--- config.mk ---
export PLATFORM = sky130hd
export DESIGN_NAME = mtq_timer
export DESIGN_NICKNAME = d
export VERILOG_FILES = /design/src/logic/mtq_pkg.sv /design/src/logic/mtq_timer.sv
export SDC_FILE = /design/constraint.sdc
export NUM_CORES = 1
export LEC_CHECK = 0
export ABC_CLOCK_PERIOD_IN_PS = 11400
export BUFFER_PORTS_ARGS = -buffer_cell sky130_fd_sc_hd__buf_2
export CAP_MARGIN = 20
export CORE_MARGIN = 8
export CORE_UTILIZATION = 25
export CTS_BUF_LIST = sky130_fd_sc_hd__clkbuf_16
export DETAILED_ROUTE_END_ITERATION = 12
export PLACE_DENSITY_LB_ADDON = 0.2
export SYNTH_ARGS = -nofsm -noshare
export SYNTH_HDL_FRONTEND = slang
export SYNTH_SLANG_ARGS = --single-unit
--- constraint.sdc ---
create_clock -name clk_i -period 11.4 [get_ports clk_i]
set_input_delay 2.28 -clock clk_i [delete_from_list [all_inputs] [get_ports clk_i]]
set_output_delay 2.28 -clock clk_i [all_outputs]
set_load 0.01 [all_outputs]
--- src/logic/mtq_pkg.sv ---
package mtq_pkg;
  // Operating modes, decoded in this order from the two-bit field
  typedef enum logic [1:0] {MTQ_PER, MTQ_PWM, MTQ_OS, MTQ_CAP} mtq_mode_t;
  // Register byte offsets
  localparam logic [7:0] OFS_CTRL1 = 8'h00;
  localparam logic [7:0] OFS_CTRL2 = 8'h04;
  localparam logic [7:0] OFS_PRS = 8'h08;
  localparam logic [7:0] OFS_GRA = 8'h0C;
  localparam logic [7:0] OFS_GRB = 8'h10;
  localparam logic [7:0] OFS_CNT = 8'h14;
  localparam logic [7:0] OFS_SR = 8'h18;
  localparam logic [7:0] OFS_GEC = 8'h20;
  localparam logic [7:0] OFS_QA = 8'h24;
  localparam logic [7:0] OFS_QB = 8'h28;
  localparam logic [7:0] OFS_QPOS = 8'h2C;
  localparam logic [7:0] OFS_QREV = 8'h30;
  // Control one fields
  localparam int C1_CSEL = 2;
  localparam int C1_LVL = 7;
  localparam int C1_ADC = 8;
  // Control two fields
  localparam int C2_RUN = 0;
  localparam int C2_CLR = 1;
  // Status fields
  localparam int SR_OVF = 0;
  localparam int SR_MFB = 1;
  localparam int SR_MFA = 2;
  localparam int SR_UA = 4;
  localparam int SR_UB = 5;
  localparam int SR_REV = 8;
  localparam int SR_DCH = 9;
  localparam int SR_DIR = 10;
  // Capture clear select codes
  localparam logic [1:0] CLR_RISE = 2'h0;
  localparam logic [1:0] CLR_FALL = 2'h1;
  localparam logic [1:0] CLR_BOTH = 2'h2;
  // Timing counts in peripheral clock cycles
  localparam logic [1:0] ADC_TRIG_CYC = 2'h3;
  localparam int CAP_DLY_CYC = 5;
  // Reset values
  localparam logic [15:0] RST_H = 16'h0000;
  localparam logic [9:0] RST_PRS = 10'h000;
endpackage : mtq_pkg

--- src/logic/mtq_timer.sv ---
`timescale 1ns/1ns
module mtq_timer
  import mtq_pkg::*;
(
  input wire logic clk_i,
  input wire logic rst_i,
  input wire logic wb_cyc_i,
  input wire logic wb_stb_i,
  input wire logic wb_we_i,
  input wire logic [7:0] wb_adr_i,
  input wire logic [3:0] wb_sel_i,
  input wire logic [31:0] wb_dat_i,
  output logic [31:0] wb_dat_o,
  output logic wb_ack_o,
  input wire logic timer_io_i,
  output logic timer_io_o,
  output logic timer_io_oe_n_o,
  input wire logic phase_a_i,
  input wire logic phase_b_i,
  input wire logic phase_z_i,
  output logic adc_trig_o
);

  // Whole block state in one record
  typedef struct packed {
    logic ack; // Bus answer
    logic [31:0] dat; // Read data
    mtq_mode_t mode; // Operating mode
    logic [1:0] csel; // Capture clear select
    logic lvl; // Output initial level
    logic adc_en; // ADC trigger enable
    logic run; // Timer run enable
    logic [9:0] prs; // Prescale setting
    logic [9:0] psc; // Prescale counter
    logic [15:0] compare_reg_a; // Compare register A
    logic [15:0] compare_reg_b; // Compare register B
    logic [15:0] cnt; // Current count value
    logic [15:0] bufa; // Compare buffer 0
    logic [15:0] bufb; // Compare buffer 1
    logic mfa; // Match A flag
    logic mfb; // Match B flag
    logic ovf; // Overflow flag
    logic rvf; // Revolution flag
    logic dcf; // Direction change flag
    logic dir; // Rotation direction
    logic uaf; // Phase A update flag
    logic ubf; // Phase B update flag
    logic qen; // Quad decoder enable
    logic out; // Pin output level
    logic [1:0] adc; // Trigger cycles left
    logic pin_q; // Previous pin sample
    logic [CAP_DLY_CYC-1:0] rd; // Rising edge delay line
    logic [CAP_DLY_CYC-1:0] fd; // Falling edge delay line
    logic pa_q; // Previous phase A
    logic pb_q; // Previous phase B
    logic pz_q; // Previous index
    logic [15:0] ia; // Phase A interval
    logic [15:0] ib; // Phase B interval
    logic [15:0] la; // Latest A
    logic [15:0] lap; // Previous A
    logic [15:0] lb; // Latest B
    logic [15:0] lbp; // Previous B
    logic [15:0] pos; // Position count
    logic [15:0] pst; // Position at last index
    logic [15:0] rev; // Revolution count
  } mtq_state_t;

  mtq_state_t s_r; // Registered state
  mtq_state_t s_nxt; // Next state

  // Byte-lane merge of a 16-bit register
  function automatic logic [15:0] mtq_lane(input logic [15:0] o, input logic [31:0] d,
                                           input logic [3:0] sel);
    mtq_lane = {sel[1] ? d[15:8] : o[15:8], sel[0] ? d[7:0] : o[7:0]};
  endfunction : mtq_lane

  // Saturating increment for interval counters
  function automatic logic [15:0] mtq_sat(input logic [15:0] v);
    mtq_sat = (v == 16'hFFFF) ? v : v + 16'h0001;
  endfunction : mtq_sat

  logic wr; // Bus write this cycle
  logic rd_req; // Bus read this cycle
  logic tick; // Prescaled counting tick
  logic ok; // Period is non-zero, or capture mode
  logic go; // Counter may advance
  logic [15:0] per; // Active period value
  logic end_p; // Period end event
  logic hit_a; // Compare A event
  logic pwm_like; // PWM or one-shot
  logic cap_r; // Delayed rising capture
  logic cap_f; // Delayed falling capture
  logic a_up; // Phase A rising
  logic b_up; // Phase B rising
  logic z_up; // Index rising
  logic [15:0] wm; // Write-one-clear mask
  logic clr; // Counter clear command this cycle
  logic [15:0] prs_w; // Prescale write merged by lane

  // Event decode shared by next-state logic and checks
  always_comb begin
    // Write lands at the edge where the master sees ack
    wr = wb_cyc_i && wb_stb_i && wb_we_i && s_r.ack;
    rd_req = wb_cyc_i && wb_stb_i && !wb_we_i && !s_r.ack;
    tick = (s_r.run || s_r.qen) && (s_r.psc == s_r.prs);
    pwm_like = (s_r.mode == MTQ_PWM) || (s_r.mode == MTQ_OS);
    per = (s_r.mode == MTQ_PER) ? s_r.bufa : s_r.bufb;
    // Zero period holds the counter off
    ok = (s_r.mode == MTQ_CAP) || (per != 16'h0000);
    go = s_r.run && ok;
    end_p = go && tick && (s_r.mode != MTQ_CAP) && (s_r.cnt == per - 16'h0001);
    hit_a = go && tick && pwm_like && (s_r.cnt == s_r.bufa - 16'h0001);
    cap_r = (s_r.mode == MTQ_CAP) && s_r.rd[CAP_DLY_CYC-1];
    cap_f = (s_r.mode == MTQ_CAP) && s_r.fd[CAP_DLY_CYC-1];
    a_up = s_r.qen && phase_a_i && !s_r.pa_q;
    b_up = s_r.qen && phase_b_i && !s_r.pb_q;
    z_up = s_r.qen && phase_z_i && !s_r.pz_q;
    wm = mtq_lane(16'h0000, wb_dat_i, wb_sel_i);
    clr = wr && (wb_adr_i == OFS_CTRL2) && wb_sel_i[0] && wb_dat_i[C2_CLR];
    prs_w = mtq_lane({6'h00, s_r.prs}, wb_dat_i, wb_sel_i);
  end

  // Next-state logic: bus first, hardware events after so sets win
  always_comb begin
    s_nxt = s_r;
    s_nxt.ack = wb_cyc_i && wb_stb_i && !s_r.ack;
    s_nxt.dat = 32'h0000_0000;
    // Register reads, unmapped offsets read zero
    if (rd_req) begin
      case (wb_adr_i)
        OFS_CTRL1: s_nxt.dat = {23'h00_0000, s_r.adc_en, s_r.lvl, 3'h0, s_r.csel, s_r.mode};
        OFS_CTRL2: s_nxt.dat = {31'h0000_0000, s_r.run};
        OFS_PRS: s_nxt.dat = {22'h00_0000, s_r.prs};
        OFS_GRA: s_nxt.dat = {16'h0000, s_r.compare_reg_a};
        OFS_GRB: s_nxt.dat = {16'h0000, s_r.compare_reg_b};
        OFS_CNT: s_nxt.dat = {16'h0000, s_r.cnt};
        OFS_SR: s_nxt.dat = {21'h00_0000, s_r.dir, s_r.dcf, s_r.rvf, 2'h0, s_r.ubf,
                             s_r.uaf, 1'b0, s_r.mfa, s_r.mfb, s_r.ovf};
        OFS_GEC: s_nxt.dat = {31'h0000_0000, s_r.qen};
        OFS_QA: s_nxt.dat = {s_r.lap, s_r.la};
        OFS_QB: s_nxt.dat = {s_r.lbp, s_r.lb};
        OFS_QPOS: s_nxt.dat = {s_r.pst, s_r.pos};
        OFS_QREV: s_nxt.dat = {16'h0000, s_r.rev};
        default: s_nxt.dat = 32'h0000_0000;
      endcase
    end
    // Stopped timer tracks compare registers so a later start sees them
    if (!s_r.run) begin
      s_nxt.bufa = s_r.compare_reg_a;
      s_nxt.bufb = s_r.compare_reg_b;
      s_nxt.out = s_r.lvl;
    end
    // Register writes
    if (wr) begin
      case (wb_adr_i)
        OFS_CTRL1: begin
          if (wb_sel_i[0]) begin
            s_nxt.mode = mtq_mode_t'(wb_dat_i[1:0]);
            s_nxt.csel = wb_dat_i[C1_CSEL+:2];
            s_nxt.lvl = wb_dat_i[C1_LVL];
          end
          if (wb_sel_i[1]) begin
            s_nxt.adc_en = wb_dat_i[C1_ADC];
          end
        end
        OFS_CTRL2: begin
          if (wb_sel_i[0]) begin
            s_nxt.run = wb_dat_i[C2_RUN];
            // Clear command restarts and reloads buffers
            if (wb_dat_i[C2_CLR]) begin
              s_nxt.cnt = 16'h0000;
              s_nxt.psc = 10'h000;
              s_nxt.bufa = s_r.compare_reg_a;
              s_nxt.bufb = s_r.compare_reg_b;
              s_nxt.out = s_r.lvl;
            end
          end
        end
        OFS_PRS: s_nxt.prs = prs_w[9:0];
        OFS_GRA: s_nxt.compare_reg_a = mtq_lane(s_r.compare_reg_a, wb_dat_i, wb_sel_i);
        OFS_GRB: s_nxt.compare_reg_b = mtq_lane(s_r.compare_reg_b, wb_dat_i, wb_sel_i);
        OFS_CNT: s_nxt.cnt = mtq_lane(s_r.cnt, wb_dat_i, wb_sel_i);
        OFS_SR: begin
          // Write one to clear
          s_nxt.ovf = s_r.ovf && !wm[SR_OVF];
          s_nxt.mfb = s_r.mfb && !wm[SR_MFB];
          s_nxt.mfa = s_r.mfa && !wm[SR_MFA];
          s_nxt.uaf = s_r.uaf && !wm[SR_UA];
          s_nxt.ubf = s_r.ubf && !wm[SR_UB];
          s_nxt.rvf = s_r.rvf && !wm[SR_REV];
          s_nxt.dcf = s_r.dcf && !wm[SR_DCH];
        end
        OFS_GEC: if (wb_sel_i[0]) s_nxt.qen = wb_dat_i[0];
        default: s_nxt.qen = s_nxt.qen;
      endcase
    end
    // Prescaler divides the reference clock
    // Clear command wins over a tick for prescaler and count, not for period end or match A events
    if ((s_r.run || s_r.qen) && !clr) begin
      s_nxt.psc = tick ? 10'h000 : s_r.psc + 10'h001;
    end
    // Counting on each tick, from zero upward
    if (go && tick && !clr) begin
      s_nxt.cnt = s_r.cnt + 16'h0001;
      if (s_r.mode == MTQ_CAP && s_r.cnt == 16'hFFFF) begin
        s_nxt.ovf = 1'b1;
      end
    end
    // Periodic: match A ends the period and toggles the pin
    if (end_p && s_r.mode == MTQ_PER) begin
      s_nxt.cnt = 16'h0000;
      s_nxt.mfa = 1'b1;
      s_nxt.out = !s_r.out;
      s_nxt.bufa = s_r.compare_reg_a;
      s_nxt.bufb = s_r.compare_reg_b;
    end
    // PWM and one-shot: width ends at match A
    if (hit_a) begin
      s_nxt.mfa = 1'b1;
      s_nxt.out = !s_r.lvl;
    end
    // PWM and one-shot: period ends at match B
    if (end_p && pwm_like) begin
      s_nxt.cnt = 16'h0000;
      s_nxt.mfb = 1'b1;
      s_nxt.out = s_r.lvl;
      s_nxt.bufa = s_r.compare_reg_a;
      s_nxt.bufb = s_r.compare_reg_b;
      if (s_r.mode == MTQ_OS) begin
        s_nxt.run = 1'b0;
      end
    end
    // ADC start pulse, counted down with no acknowledge
    if (s_r.adc != 2'h0) begin
      s_nxt.adc = s_r.adc - 2'h1;
    end
    if (s_r.adc_en && ((end_p && s_r.mode == MTQ_PER) || hit_a)) begin
      s_nxt.adc = ADC_TRIG_CYC;
    end
    // Pin edges enter a fixed delay line before capture
    s_nxt.pin_q = timer_io_i;
    s_nxt.rd = {s_r.rd[CAP_DLY_CYC-2:0], timer_io_i && !s_r.pin_q};
    s_nxt.fd = {s_r.fd[CAP_DLY_CYC-2:0], !timer_io_i && s_r.pin_q};
    // Rising edge captures into B, falling into A
    if (cap_r) begin
      s_nxt.compare_reg_b = s_r.cnt;
      s_nxt.mfb = 1'b1;
      if (s_r.csel == CLR_RISE || s_r.csel == CLR_BOTH) begin
        s_nxt.cnt = 16'h0000;
      end
    end
    if (cap_f) begin
      s_nxt.compare_reg_a = s_r.cnt;
      s_nxt.mfa = 1'b1;
      if (s_r.csel == CLR_FALL || s_r.csel == CLR_BOTH) begin
        s_nxt.cnt = 16'h0000;
      end
    end
    // Quadrature inputs; index edges are the only revolution source
    s_nxt.pa_q = phase_a_i;
    s_nxt.pb_q = phase_b_i;
    s_nxt.pz_q = phase_z_i;
    if (s_r.qen && tick) begin
      s_nxt.ia = mtq_sat(s_r.ia);
      s_nxt.ib = mtq_sat(s_r.ib);
    end
    if (a_up) begin
      s_nxt.la = s_r.ia;
      s_nxt.lap = s_r.la;
      s_nxt.ia = 16'h0000;
      s_nxt.uaf = 1'b1;
      // A rising with B low: A leads
      if (!phase_b_i) begin
        s_nxt.dir = 1'b0;
        s_nxt.dcf = s_r.dcf || s_r.dir;
      end
    end
    if (b_up) begin
      s_nxt.lb = s_r.ib;
      s_nxt.lbp = s_r.lb;
      s_nxt.ib = 16'h0000;
      s_nxt.ubf = 1'b1;
      if (!phase_a_i) begin
        s_nxt.dir = 1'b1;
        s_nxt.dcf = s_r.dcf || !s_r.dir;
      end
    end
    // Position sums A and B pulses, banked on index
    s_nxt.pos = s_r.pos + {15'h0000, a_up} + {15'h0000, b_up};
    if (z_up) begin
      s_nxt.pst = s_r.pos;
      s_nxt.pos = {15'h0000, a_up} + {15'h0000, b_up};
      s_nxt.rev = s_r.rev + 16'h0001;
      s_nxt.rvf = 1'b1;
    end
  end

  // State register, synchronous reset
  always_ff @(posedge clk_i) begin
    if (rst_i) begin
      s_r <= '0;
      s_r.mode <= MTQ_PER;
      s_r.prs <= RST_PRS;
      s_r.compare_reg_a <= RST_H;
      s_r.compare_reg_b <= RST_H;
    end else begin
      s_r <= s_nxt;
    end
  end

  // Outputs
  assign wb_ack_o = s_r.ack;
  assign wb_dat_o = s_r.dat;
  assign timer_io_o = s_r.out;
  assign timer_io_oe_n_o = (s_r.mode == MTQ_CAP); // Capture listens on the pin
  assign adc_trig_o = (s_r.adc != 2'h0);

  // Checks
  AST_TRIG_WIDTH: assert property (@(posedge clk_i) disable iff (rst_i)
    $rose(adc_trig_o) |-> adc_trig_o [*3] ##1 !adc_trig_o)
    else $error("ADC trigger width is not three cycles");
  AST_ZERO_A: assert property (@(posedge clk_i) disable iff (rst_i)
    (s_r.mode == MTQ_PER && s_r.bufa == 16'h0000 && !wr) |=> $stable(s_r.cnt))
    else $error("Periodic timer runs with zero period");
  AST_ZERO_B: assert property (@(posedge clk_i) disable iff (rst_i)
    (pwm_like && s_r.bufb == 16'h0000 && !wr) |=> $stable(s_r.cnt))
    else $error("PWM or one-shot runs with zero period");
  AST_TICK_ONLY: assert property (@(posedge clk_i) disable iff (rst_i)
    (!tick && !wr && !cap_r && !cap_f) |=> $stable(s_r.cnt))
    else $error("Counter moved without a tick");
  AST_PER_END: assert property (@(posedge clk_i) disable iff (rst_i)
    (end_p && s_r.mode == MTQ_PER && !wr) |=> (s_r.cnt == 16'h0000 && s_r.mfa))
    else $error("Periodic match did not restart the count");
  AST_CAP_DLY: assert property (@(posedge clk_i) disable iff (rst_i)
    (s_r.mode == MTQ_CAP && timer_io_i && !s_r.pin_q) |-> ##5 s_r.rd[CAP_DLY_CYC-1])
    else $error("Capture not taken five cycles after edge");
  AST_CAP_VAL: assert property (@(posedge clk_i) disable iff (rst_i)
    cap_r |=> (s_r.compare_reg_b == $past(s_r.cnt)))
    else $error("Rising capture did not latch the count");
  AST_PWM_LVL: assert property (@(posedge clk_i) disable iff (rst_i)
    (s_r.mode == MTQ_PWM && go && hit_a) |=> (timer_io_o == !s_r.lvl))
    else $error("PWM width end left the active level");
  AST_DIR_CW: assert property (@(posedge clk_i) disable iff (rst_i)
    (a_up && !phase_b_i && !b_up) |=> (s_r.dir == 1'b0))
    else $error("Direction not clockwise when A leads");
  AST_REV_CNT: assert property (@(posedge clk_i) disable iff (rst_i)
    z_up |=> (s_r.rvf && s_r.rev == $past(s_r.rev) + 16'h0001))
    else $error("Index pulse missed by revolution counter");
  COV_TRIG: cover property (@(posedge clk_i) disable iff (rst_i) $rose(adc_trig_o));
  COV_OS_END: cover property (@(posedge clk_i) disable iff (rst_i)
    end_p && s_r.mode == MTQ_OS);
  COV_CAP: cover property (@(posedge clk_i) disable iff (rst_i) cap_r ##[1:20] cap_f);
  COV_DCH: cover property (@(posedge clk_i) disable iff (rst_i) $rose(s_r.dcf));

endmodule : mtq_timer

* After elaboration in Yosys (flattened, before gate mapping)
Cells that the tools add are included.
Cells by class: $add $sub $neg 11, multiply operators 0, div/mod/pow operators 0, magnitude comparators 0, eq/ne operators 23, shift-type cells 0, mux-type cells 63, bitwise operators 3, reduce and logical (&&, ||, !) cells 114
Operator list (number):
- $pmux 32 s12 | 1
- $mux 48 | 4
- $mux 16 | 8
- $mux 106 | 1
- $mux 32 | 3
- $add 16x1->16 const B | 4
- $mux 10 | 6
- $mux 49 | 1
- $eq 16x16->1 const B | 3
- $eq 8x6->1 const B | 5
- $logic_and 1x1->1 | 40
- $mux 8 | 5
- $reduce_bool 2->1 | 20
- $add 16x1->16 | 2
- $eq 16x16->1 | 2
- $pmux 16 s2 | 1
- $sub 16x1->16 const B | 2
- $reduce_and 3->1 | 9
- $eq 8x5->1 const B | 3
- $mux 1 | 21
- $logic_not 1->1 | 18
- $eq 8x4->1 const B | 2
- $mux 2 | 8
- $reduce_bool 16->1 | 1
- 21 further kinds | 44
Storage, ports and cells: bits in registers 310, latch bits 0, bits in writable memories 0, memory bits (read-only) 0, input port bits 53, output and inout port bits 36, logic and storage cells 257, memories 0

* Logic depth before layout (Yosys ltp)
Gate-level depths: netlist of the first run.
word-level depth 15, mapped depth 16, depth with buffers taken out 12

* Least setup slack after synthesis of the first run
No wires, ideal clock.
kind input -> register, start in wb_adr_i[3], end reg s_r[209] (netlist name), library setup time 118 ps, arrival time 4399 ps, required time 11282 ps, setup slack 6883 ps, stages 9, path buffers 2, path through or4b_2 -> nor2_1 -> nand3_1 -> o311ai_1 -> buf_2 -> clkbuf_1 -> nor2_1 -> a21oi_1 -> a21boi_2
Between the ends: cells in the longest elaborated chain, start to end 13, elaborated cells on any way between the ends 16, those cells by class eq/ne (2); mux (9); reduce/logical (5)
Ends and longest elaborated chain:
- start: declaration | RTL line mtq_timer.sv:10 | input wire logic [7:0] wb_adr_i,
- $eq 8x3->1 | RTL line mtq_timer.sv:119, mtq_timer.sv:155
- $logic_and 1x1->1 (3 in a row) | RTL line mtq_timer.sv:119 | clr = wr && (wb_adr_i == OFS_CTRL2) && wb_sel_i[0] && wb_dat_i[C2_CLR];
- $logic_not 1->1 | RTL line mtq_timer.sv:203 | if (go && tick && !clr) begin
- $logic_and 1x1->1 | RTL line mtq_timer.sv:203
- $mux 16 (*) | RTL line mtq_timer.sv:203
- $mux 49 (*) | RTL line mtq_timer.sv:210 | if (end_p && s_r.mode == MTQ_PER) begin
- $mux 48 (*) | RTL line mtq_timer.sv:223 | if (end_p && pwm_like) begin
- $mux 16 | RTL line mtq_timer.sv:248 | if (s_r.csel == CLR_RISE || s_r.csel == CLR_BOTH) begin
- $mux 32 (*) | RTL line mtq_timer.sv:245 | if (cap_r) begin
- $mux 16 | RTL line mtq_timer.sv:255 | if (s_r.csel == CLR_FALL || s_r.csel == CLR_BOTH) begin
- $mux 16 (*) | RTL line mtq_timer.sv:252 | if (cap_f) begin
- end signal: assignment | RTL line mtq_timer.sv:307 | s_r <= s_nxt;
- end: declaration | RTL line mtq_timer.sv:68 | mtq_state_t s_r;
Mark *: on every way between the ends. The rest lies on a longest branch, timed or not. The select of a mux whose other input is x is not followed. A chain may end at the register's enable or synchronous reset.

* Worst setup path after layout of the first run
start in wb_we_i, end reg s_r[216] (netlist name)
Between the ends: cells in the longest elaborated chain, start to end 14, elaborated cells on any way between the ends 15, those cells by class mux (8); reduce/logical (7)
Ends and longest elaborated chain:
- start: declaration | RTL line mtq_timer.sv:9 | input wire logic wb_we_i,
- $logic_and 1x1->1 (*) (2 in a row) | RTL line mtq_timer.sv:103 | wr = wb_cyc_i && wb_stb_i && wb_we_i && s_r.ack;
- $logic_and 1x1->1 (3 in a row) | RTL line mtq_timer.sv:119
- $logic_not 1->1 | RTL line mtq_timer.sv:203
- $logic_and 1x1->1 | RTL line mtq_timer.sv:203
- $mux 16 (*) | RTL line mtq_timer.sv:203
- $mux 49 (*) | RTL line mtq_timer.sv:210
- $mux 48 (*) | RTL line mtq_timer.sv:223
- $mux 16 | RTL line mtq_timer.sv:248
- $mux 32 (*) | RTL line mtq_timer.sv:245
- $mux 16 | RTL line mtq_timer.sv:255
- $mux 16 (*) | RTL line mtq_timer.sv:252
Marked as above.

==> results.cfg, run 1 <==
[outcome]
run_status = finished clean

[floorplanning]
start_util = 0.253
rows = 90
coreArea_um2 = 60500
io_pins = 89
die_area_um2 = 69400
die_x_um = 263
dieHeight_um = 263

[cells_and_area]
finalNetCount = 1917
diodes = 0
synthToLayoutAreaGrowth_pct = 12.8
finalInstanceArea_um2 = 17300
final_util = 0.286
drive_above_1_share = 0.101

[timing]
finalCriticalPeriod_ns = 5.26
maxSlewViolCount = 0
worstMarginPinSlew_ns = 0.994
fin_crit_sh = 0.461
finalWorstSetupSlack_ns = 6.14
maxSlewHeadroom = 0.335
finalHoldViolCount = 0
grt_setup_unrepaired = no
max_freq_mhz = 190
skew_ns = 0.0232
setup_violations = 0
fin_tns_setup_ns = 0

[global_routing]
grt_pass1_wl_um = 81400
grtUsageTotal = 0.149
grt_max_degree = 155
grt_pass1_vias = 12900
antenna_found_initial = 1
grt_overflow_total = 0

[critical_path]
r2r_slack_ns = 6.99
rr_worst_depth = 12
r2r-start = s_r[275]
crit_fanout = 42
critPathLaunchType = input port
arrival_ns = 5.75
critPathRequiredTime_ns = 11.89
r2r-end = s_r[158]
crit_type = in2reg
cp-end-kind = flop

[placed_design]
place_ws_ns = 5.49
placed_cell_area_um2 = 16100
portBuffers = 70
dp_hpwl_um = 37300
gp_congestion = 0.846

[cts]
cts_setup_buffers = 0
cts_root_buf = clkbuf_16
clock_latency_ns = 0.58
cts_tree = done
ctsResizeCount = 0
cts.clk_slew.worst_paths_ns = 0.06
cts_sinks = 310
hold_buffers = 0
ctsHtreeMaxLevel = 2
cts_buffer_depth = 3
cts_made_buffers = 39

[power]
total_power_mw = 2.33
power_density_nw_per_um2 = 135
p_leak_nw = 5.68
vdd_drop_max_mv = 0.0879

[yosys]
async_reset_ff_frac = 0
ys_ff_latch = 310
synth-main-ff-cell = dfxtp_1
synth-edff-count = 0
syn_area_per_cell_um2 = 8.15
ys_types = 79
synthesis.nets = 1949
synth_area_um2 = 15300
ys_warn_count = 0
synth_seq_area_share = 0.405
synth_cells = 1879

[route]
wl_um = 53000
vias_per_cell = 5.04
drt_pass1_iterations = 6
drt-wirelength-per-cell_um = 19.9
ant_nets = 0
drt_iter0_drc = 1105
drc = 0
vias = 13400

[run]
cap_violations = 0

[min_path]
hold_start = s_r[157]
whs_path_depth = 1
min_to = s_nxt[153]
hold_path.class = reg2reg
-- Yosys cell counts, types with 4 or more instances --
master / n / area [um^2]
a211oi_1: 5 / 37.5
a21boi_0: 5 / 37.5
a21boi_2: 8 / 90.1
a21oi_1: 159 / 796
a221oi_1: 14 / 123
a222oi_1: 26 / 260
a22o_1: 13 / 114
a22oi_1: 27 / 203
a311oi_1: 34 / 298
a31oi_1: 16 / 100
and2_1: 4 / 25.0
and3_1: 20 / 125
and4_1: 5 / 43.8
buf_1: 10 / 37.5
buf_2: 6 / 30.0
buf_4: 33 / 248
buf_6: 5 / 56.3
clkbuf_1: 115 / 432
dfxtp_1: 310 / 6210
ha_1: 16 / 200
inv_1: 23 / 86.3
mux2i_1: 58 / 581
nand2_1: 306 / 1150
nand2b_1: 70 / 438
nand3_1: 79 / 395
nand3b_1: 5 / 37.5
nand4_1: 21 / 131
nor2_1: 151 / 567
nor2b_1: 17 / 106
nor3_1: 37 / 185
nor3b_1: 13 / 97.6
nor4_1: 14 / 87.6
o21ai_0: 50 / 250
o22ai_1: 4 / 25.0
or2_2: 10 / 62.6
or3_1: 21 / 131
or4_1: 8 / 60.1
xnor2_1: 49 / 429
xor2_1: 48 / 420
-- worst max-delay path by stage --
stage	startpoint	to	slack [ns]	cells after the start
after global placement	wb_we_i	s_r[210]	5.62	10
after global routing	wb_we_i	s_r[214]	5.77	11
after floorplan	wb_adr_i[3]	s_r[209]	6.88	9
after CTS	wb_we_i	s_r[215]	6.13	10
final	wb_we_i	s_r[216]	6.14	10
after detailed placement	wb_we_i	s_r[215]	5.49	10
-- report_power, final --
group / internal [mW] / switching, mW / total (mW) / leakage [nW]
clock network: 0.671 / 0.508 / 1.18 / 0.622
logic: 0.0229 / 0.0424 / 0.0653 / 2.56
registers: 1.09 / 0.00163 / 1.09 / 2.50
-- per-layer routing --
layer | global-route usage | part of all wire | wire length, um
met1 | 0.190 | 0.45 | 23900
met2 | 0.252 | 0.47 | 25100
met3 | 0.0254 | 0.043 | 2280
met4 | 0.0513 | 0.032 | 1700
met5 | 0 | 0.00025 | 13
-- worst max-delay path, cell delays in order --
cell	delay (ns)
buf_2	0.09
and4_1	0.18
buf_4	0.43
and2_0	0.77
nand3_1	0.64
o311ai_2	0.26
buf_4	0.36
and4_1	0.45
a21oi_1	0.14
a21boi_2	0.14
-- registers in the layout (all words and copies together), names as in the netlist --
register and flops:
s_r 268, wb_dat_o 32, s_nxt 8, timer_io_o 1
wb_ack_o 1
-- cell usage in the layout, fill, tap and decap left out, drive strengths merged, types with 49 or more instances in the layout --
cell type  count
a21oi        160
buf           95
dfxtp        310
mux2i         58
nand2        306
nand2b        70
nand3         79
nor2         151
o21ai         51
xnor2         49
-- metrics by stage --
step           instances  hold WS [ns]
2_1_floorplan       1879         0.383
3_3_place_gp        2586         0.388
3_5_place_dp        2586         0.409
4_1_cts             2656         0.417
5_1_grt             2658         0.428
6_report            2658         0.409
-- layout make-up --
cell class	instances	area [um^2]
multi-input cells	1375	8230
well taps	782	978
repair buffers	96	562
clock inverters	31	228
inverters	25	93.8
flip-flops and latches	310	6210
fillers	6397	43200
clock buffers	39	976
-- logic make-up after synthesis --
group,after synthesis,synth area share
DFF,310,0.405
adders and majority gates,18,0.0150
AOI/OAI and AO/OA,398,0.175
and+or+nand+nor,801,0.250
buffers and inverters,194,0.0586
muxes,61,0.0401
xor gates and xnor gates,97,0.0555
(Power assumes the default switching activity.)
==> run 2, diff against run 1 <==
--- a/config.mk
+++ b/config.mk
@@ -5,7 +5,7 @@
 export SDC_FILE = /design/constraint.sdc
 export NUM_CORES = 1
 export LEC_CHECK = 0
-export ABC_CLOCK_PERIOD_IN_PS = 11400
+export ABC_CLOCK_PERIOD_IN_PS = 5300
 export BUFFER_PORTS_ARGS = -buffer_cell sky130_fd_sc_hd__buf_2
 export CAP_MARGIN = 20
 export CORE_MARGIN = 8
==> constraint.sdc (replaced) <==
create_clock -name clk_i -period 5.3 [get_ports clk_i]
set_input_delay 1.06 -clock clk_i [delete_from_list [all_inputs] [get_ports clk_i]]
set_output_delay 1.06 -clock clk_i [all_outputs]
set_load 0.01 [all_outputs]
==> results.cfg, run 2 (synthesized netlist as in run 1, its figures left out) <==
[outcome]
run_status = finished clean

[route]
wl_um = 53600
drt-met1-wl_um = 24300
ant_nets = 0
top_layer_used = met5
vias = 13500
drt_pass1_iterations = 6
dr_wl_met2_um = 24500
vias_per_cell = 5.09
drt-wirelength-per-cell_um = 20.1
route.met3.wl_um = 2580
drc = 0
drt_iter0_drc = 1186

[critical_path]
critPathRequiredTime_ns = 5.78
critPathSlowestCell = a21oi_4
cp-end-kind = flop
arrival_ns = 4.65
r2r_slack_ns = 1.13
rr_worst_depth = 12
path_cells = inv_1 -> ha_1 -> buf_4 -> nor4_1 -> o22ai_1 -> nor3b_2 -> mux2i_1 -> a32oi_2 -> nor3_4 -> a21oi_4 -> buf_4 -> mux2i_1
critPathLaunchType = flop
crit_type = reg2reg
max_stage_delay_ns = 0.68
crit_fanout = 37

[cts]
ctsHtreeMaxLevel = 2
cts_root_buf = clkbuf_16
cts_setup_buffers = 0
cts_buffer_depth = 3
cts.clk_slew.worst_paths_ns = 0.06
ctsResizeCount = 0
cts_tree = done
cts_sinks = 310
clock_latency_ns = 0.56
hold_buffers = 0
cts_made_buffers = 39

[cells_and_area]
regMostFlops = s_r
largest_reg_flops = 268
final_util = 0.287
finalNetCount = 1923
drive_above_1_share = 0.104
synthToLayoutAreaGrowth_pct = 13.5
finalInstanceArea_um2 = 17400
layout_common_cells = dfxtp_1 (310), nand2_1 (306), a21oi_1 (159)
final_common_cell = dfxtp_1
diodes = 0

[placed_design]
gp_congestion = 0.862
portBuffers = 70
placed_cell_area_um2 = 16100
dp_hpwl_um = 38400

[power]
p_clk_frac = 0.518
intPower_mw = 3.98
switchingPower_mw = 1.18
sw_frac_of_total = 0.230
p_leak_nw = 5.74
power_density_nw_per_um2 = 297
comb_power_share = 0.028
vdd_drop_max_mv = 0.193
total_power_mw = 5.16
power.share.sequential = 0.454

[floorplanning]
io_pins = 89
rows = 90
start_util = 0.253
die_area_um2 = 69400
dieHeight_um = 263
die_x_um = 263
coreArea_um2 = 60500

[min_path]
whs_path_depth = 1
hold_path.class = reg2reg

[timing]
max_freq_mhz = 240
grt_setup_unrepaired = no
finalCriticalPeriod_ns = 4.17
fin_crit_sh = 0.786
setup_violations = 0
maxSlewViolCount = 0
whs_ns = 0.408
maxSlewHeadroom = 0.268
skew_ns = 0.0166
worstMarginPinSlew_ns = 1.09
finalHoldViolCount = 0
fin_tns_setup_ns = 0

[global_routing]
grt_max_degree = 89
grtUsageTotal = 0.150
grt_pass1_vias = 13100
grt_overflow_total = 0
grt_pass1_wl_um = 81800
antenna_found_initial = 4

[run]
cap_violations = 0
[run 2: changes by cell type in the layout (fill, tap and decap cells not counted), sizes merged]
cell	change
clkbuf	-1
clkinv	-4
bufinv	+3
buf	+7
inv	-1
[run 2: stage by stage]
stage / setup slack, ns / instances
after floorplan: 1.63 / 1879
after global placement: 1.25 / 2593
after detailed placement: 1.18 / 2593
after CTS: 1.16 / 2661
after global routing: 0.784 / 2662
final: 1.13 / 2662
[run 2: power by group through the flow]
stage	combinational [mW]	clock [mW]	sequential, mW
6_report	0.142	2.67	2.34
3_5_place_dp	0.143	0	2.40
2_1_floorplan	0.0846	0	2.39
5_1_grt	0.153	2.86	2.34
3_3_place_gp	0.141	0	2.40
4_1_cts	0.143	2.76	2.34
[run 2: final timing paths]
check | start | to
max | s_r[275] | s_r[179]
min | s_r[157] | s_nxt[153]
max reg2reg | s_r[275] | s_r[179]
min reg2reg | s_r[157] | s_nxt[153]
[run 2: layout make-up]
class,instances,area (um^2)
Inverter,25,93.8
Fill cell,6420,43100
Sequential cell,310,6210
Tap cell,782,978
Clock inverter,29,282
Multi-Input combinational cell,1375,8230
Timing Repair Buffer,102,617
Clock buffer,39,976
[run 2: layer usage]
layer | vias up | track usage
met5 | - | 0
met4 | 4 | 0.0604
met3 | 112 | 0.0248
met2 | 334 | 0.243
met1 | 6545 | 0.196
li1 | 6542 | -
[run 2: worst max-delay path, delay by kind of cell (launching register included)]
kind | cells | cell delay [ns]
and+or+nand+nor | 3 | 0.94
adders and majority gates | 1 | 0.31
muxes | 2 | 0.35
DFF | 1 | 0.40
buffers and inverters | 3 | 0.82
AOI/OAI and AO/OA | 3 | 1.26
==> run 3, diff against run 2 <==
--- a/config.mk
+++ b/config.mk
@@ -5,7 +5,8 @@
 export SDC_FILE = /design/constraint.sdc
 export NUM_CORES = 1
 export LEC_CHECK = 0
-export ABC_CLOCK_PERIOD_IN_PS = 5300
+export ABC_AREA = 1
+export ABC_CLOCK_PERIOD_IN_PS = 4100
 export BUFFER_PORTS_ARGS = -buffer_cell sky130_fd_sc_hd__buf_2
 export CAP_MARGIN = 20
 export CORE_MARGIN = 8
==> constraint.sdc (replaced) <==
create_clock -name clk_i -period 4.1 [get_ports clk_i]
set_input_delay 0.82 -clock clk_i [delete_from_list [all_inputs] [get_ports clk_i]]
set_output_delay 0.82 -clock clk_i [all_outputs]
set_load 0.01 [all_outputs]
==> results.cfg, run 3 <==
[timing]
fin_tns_setup_ns = 0
max_freq_mhz = 281
setup_violations = 0
skew_ns = 0.0249
whs_ns = 0.401
grt_setup_unrepaired = no
maxSlewViolCount = 0
fin_crit_sh = 0.868
finalHoldViolCount = 0
maxSlewHeadroom = 0.389
finalCriticalPeriod_ns = 3.56
worstMarginPinSlew_ns = 0.893

[floorplanning]
io_pins = 89
start_util = 0.253
die_x_um = 268
coreArea_um2 = 63000
dieHeight_um = 268
die_area_um2 = 72000
rows = 92

[yosys]
ys_warn_count = 0
synth_top_area_frac = 0.390
ys_top_cells_by_area = dfxtp_1 (39%), nand2_1 (12%), inv_1 (6.9%)
syn_area_per_cell_um2 = 6.82
ys_types = 57
yosysTopAreaCell = dfxtp_1
synth-main-ff-cell = dfxtp_1
synth_cells = 2334
synthesis.nets = 2404
synth_seq_area_share = 0.390
synth_commonest_cells = nand2_1 (492), dfxtp_1 (310), inv_1 (291)
synth_most_common_cell = nand2_1
synth_area_um2 = 15900
async_reset_ff_frac = 0
synth-edff-count = 0
ys_ff_latch = 310

[cts]
cts_setup_buffers = 0
cts_tree = done
ctsResizeCount = 0
cts_made_buffers = 39
ctsHtreeMaxLevel = 2
clock_latency_ns = 0.58
cts_buffer_depth = 3
hold_buffers = 0
cts.clk_slew.worst_paths_ns = 0.06
cts_sinks = 310
cts_root_buf = clkbuf_16

[outcome]
run_status = finished clean

[route]
drt-wirelength-per-cell_um = 18.3
drt_pass1_iterations = 7
wl_um = 59000
route.met3.wl_um = 3480
top_layer_used = met5
drt_iter0_drc = 1179
drt-met1-wl_um = 27900
dr_wl_met2_um = 25600
vias = 15500
ant_nets = 0
drc = 0
vias_per_cell = 4.80

[global_routing]
grt_max_degree = 74
grt_pass1_wl_um = 90300
grt_pass1_vias = 14800
grtUsageTotal = 0.162
antenna_found_initial = 5
grt_overflow_total = 0

[placed_design]
placed_cell_area_um2 = 16900
gp_congestion = 0.936
dp_hpwl_um = 45000
portBuffers = 70

[cells_and_area]
regMostFlops = s_r
drive_above_1_share = 0.0910
synthToLayoutAreaGrowth_pct = 14.3
final_common_cell = nand2_1
finalInstanceArea_um2 = 18200
finalNetCount = 2424
largest_reg_flops = 268
layout_common_cells = nand2_1 (492), dfxtp_1 (310), inv_1 (304)

[min_path]
hold_path.class = reg2reg

[critical_path]
cp-end-kind = flop
critPathRequiredTime_ns = 4.58
crit_fanout = 27
crit_type = reg2reg
critPathLaunchType = flop
arrival_ns = 4.04

[power]
vdd_drop_max_mv = 0.225
p_leak_nw = 7.31
power_density_nw_per_um2 = 364

[run]
cap_violations = 0
-- run 3: cell count changes in the layout (fill, tap and decap cells not counted), sizes merged, moves of 40 or more --
cell / change
inv: +278
o21ai: +160
nand2b: -70
mux2i: -58
nand2: +202
xnor2: -40
a31oi: +41
nor2: +123
-- run 3: per-layer routing --
layer | global-route usage | up-vias
met2 | 0.251 | 498
met4 | 0.0566 | 8
li1 | - | 7681
met1 | 0.225 | 7212
met5 | 0 | -
met3 | 0.0275 | 103
-- run 3: logic make-up (layout without fill, tap and decap cells) --
logic type / Yosys count / in the layout / synth area share
simple gates: 995 / 995 / 0.268
compound gates: 536 / 536 / 0.188
buf+inv: 435 / 485 / 0.117
flops: 310 / 310 / 0.390
xor+xnor: 41 / 41 / 0.0234
fa+ha+maj: 17 / 17 / 0.0138
other cells: 0 / 1 / 0
-- run 3: area by class of cell --
type	count	area, um^2
Antenna cell	1	2.50
Clock buffer	39	976
Clock inverter	32	280
Fill cell	7000	44800
Inverter	306	1150
Multi-Input combinational cell	1589	7890
Sequential cell	310	6210
Tap cell	846	1060
Timing Repair Buffer	108	636
-- run 3: through the flow --
stage	power, mW	worst slack [ns]	utilization	cells
2_1_floorplan	3.19	0.550	-	2334
3_3_place_gp	3.27	0.418	0.269	3159
3_5_place_dp	3.28	0.417	0.269	3159
4_1_cts	6.73	0.416	0.289	3230
5_1_grt	6.88	0.131	0.289	3230
6_report	6.62	0.541	0.289	3231
-- run 3: critical path: stages (launching register included) --
cell and delay, ns:
dfxtp_1 0.32, inv_1 0.18, ha_2 0.38, buf_4 0.35, nand2_1 0.08, and2_1 0.19, nand3_1 0.08, nor2_1 0.07
nand4_1 0.15, nand2_1 0.12, nor2_2 0.57, inv_1 0.50, o21ai_0 0.28, nor3b_1 0.19
-- run 3: path summary, 6_finish.rpt --
check | start | end | slack, ns | depth (start not counted)
worst max-delay path | s_r[275] | s_r[202] | 0.54 | 13
worst min-delay path | s_nxt[148] | s_nxt[149] | 0.40 | 2
worst max register to register | s_r[275] | s_r[202] | 0.54 | 13
worst min register to register | s_nxt[148] | s_nxt[149] | 0.40 | 2
-- run 3: where the power goes --
group,switching (mW),internal (mW),total (mW)
registers,0.00605,3.02,3.03
logic,0.129,0.0499,0.179
clock network,1.41,2.00,3.41
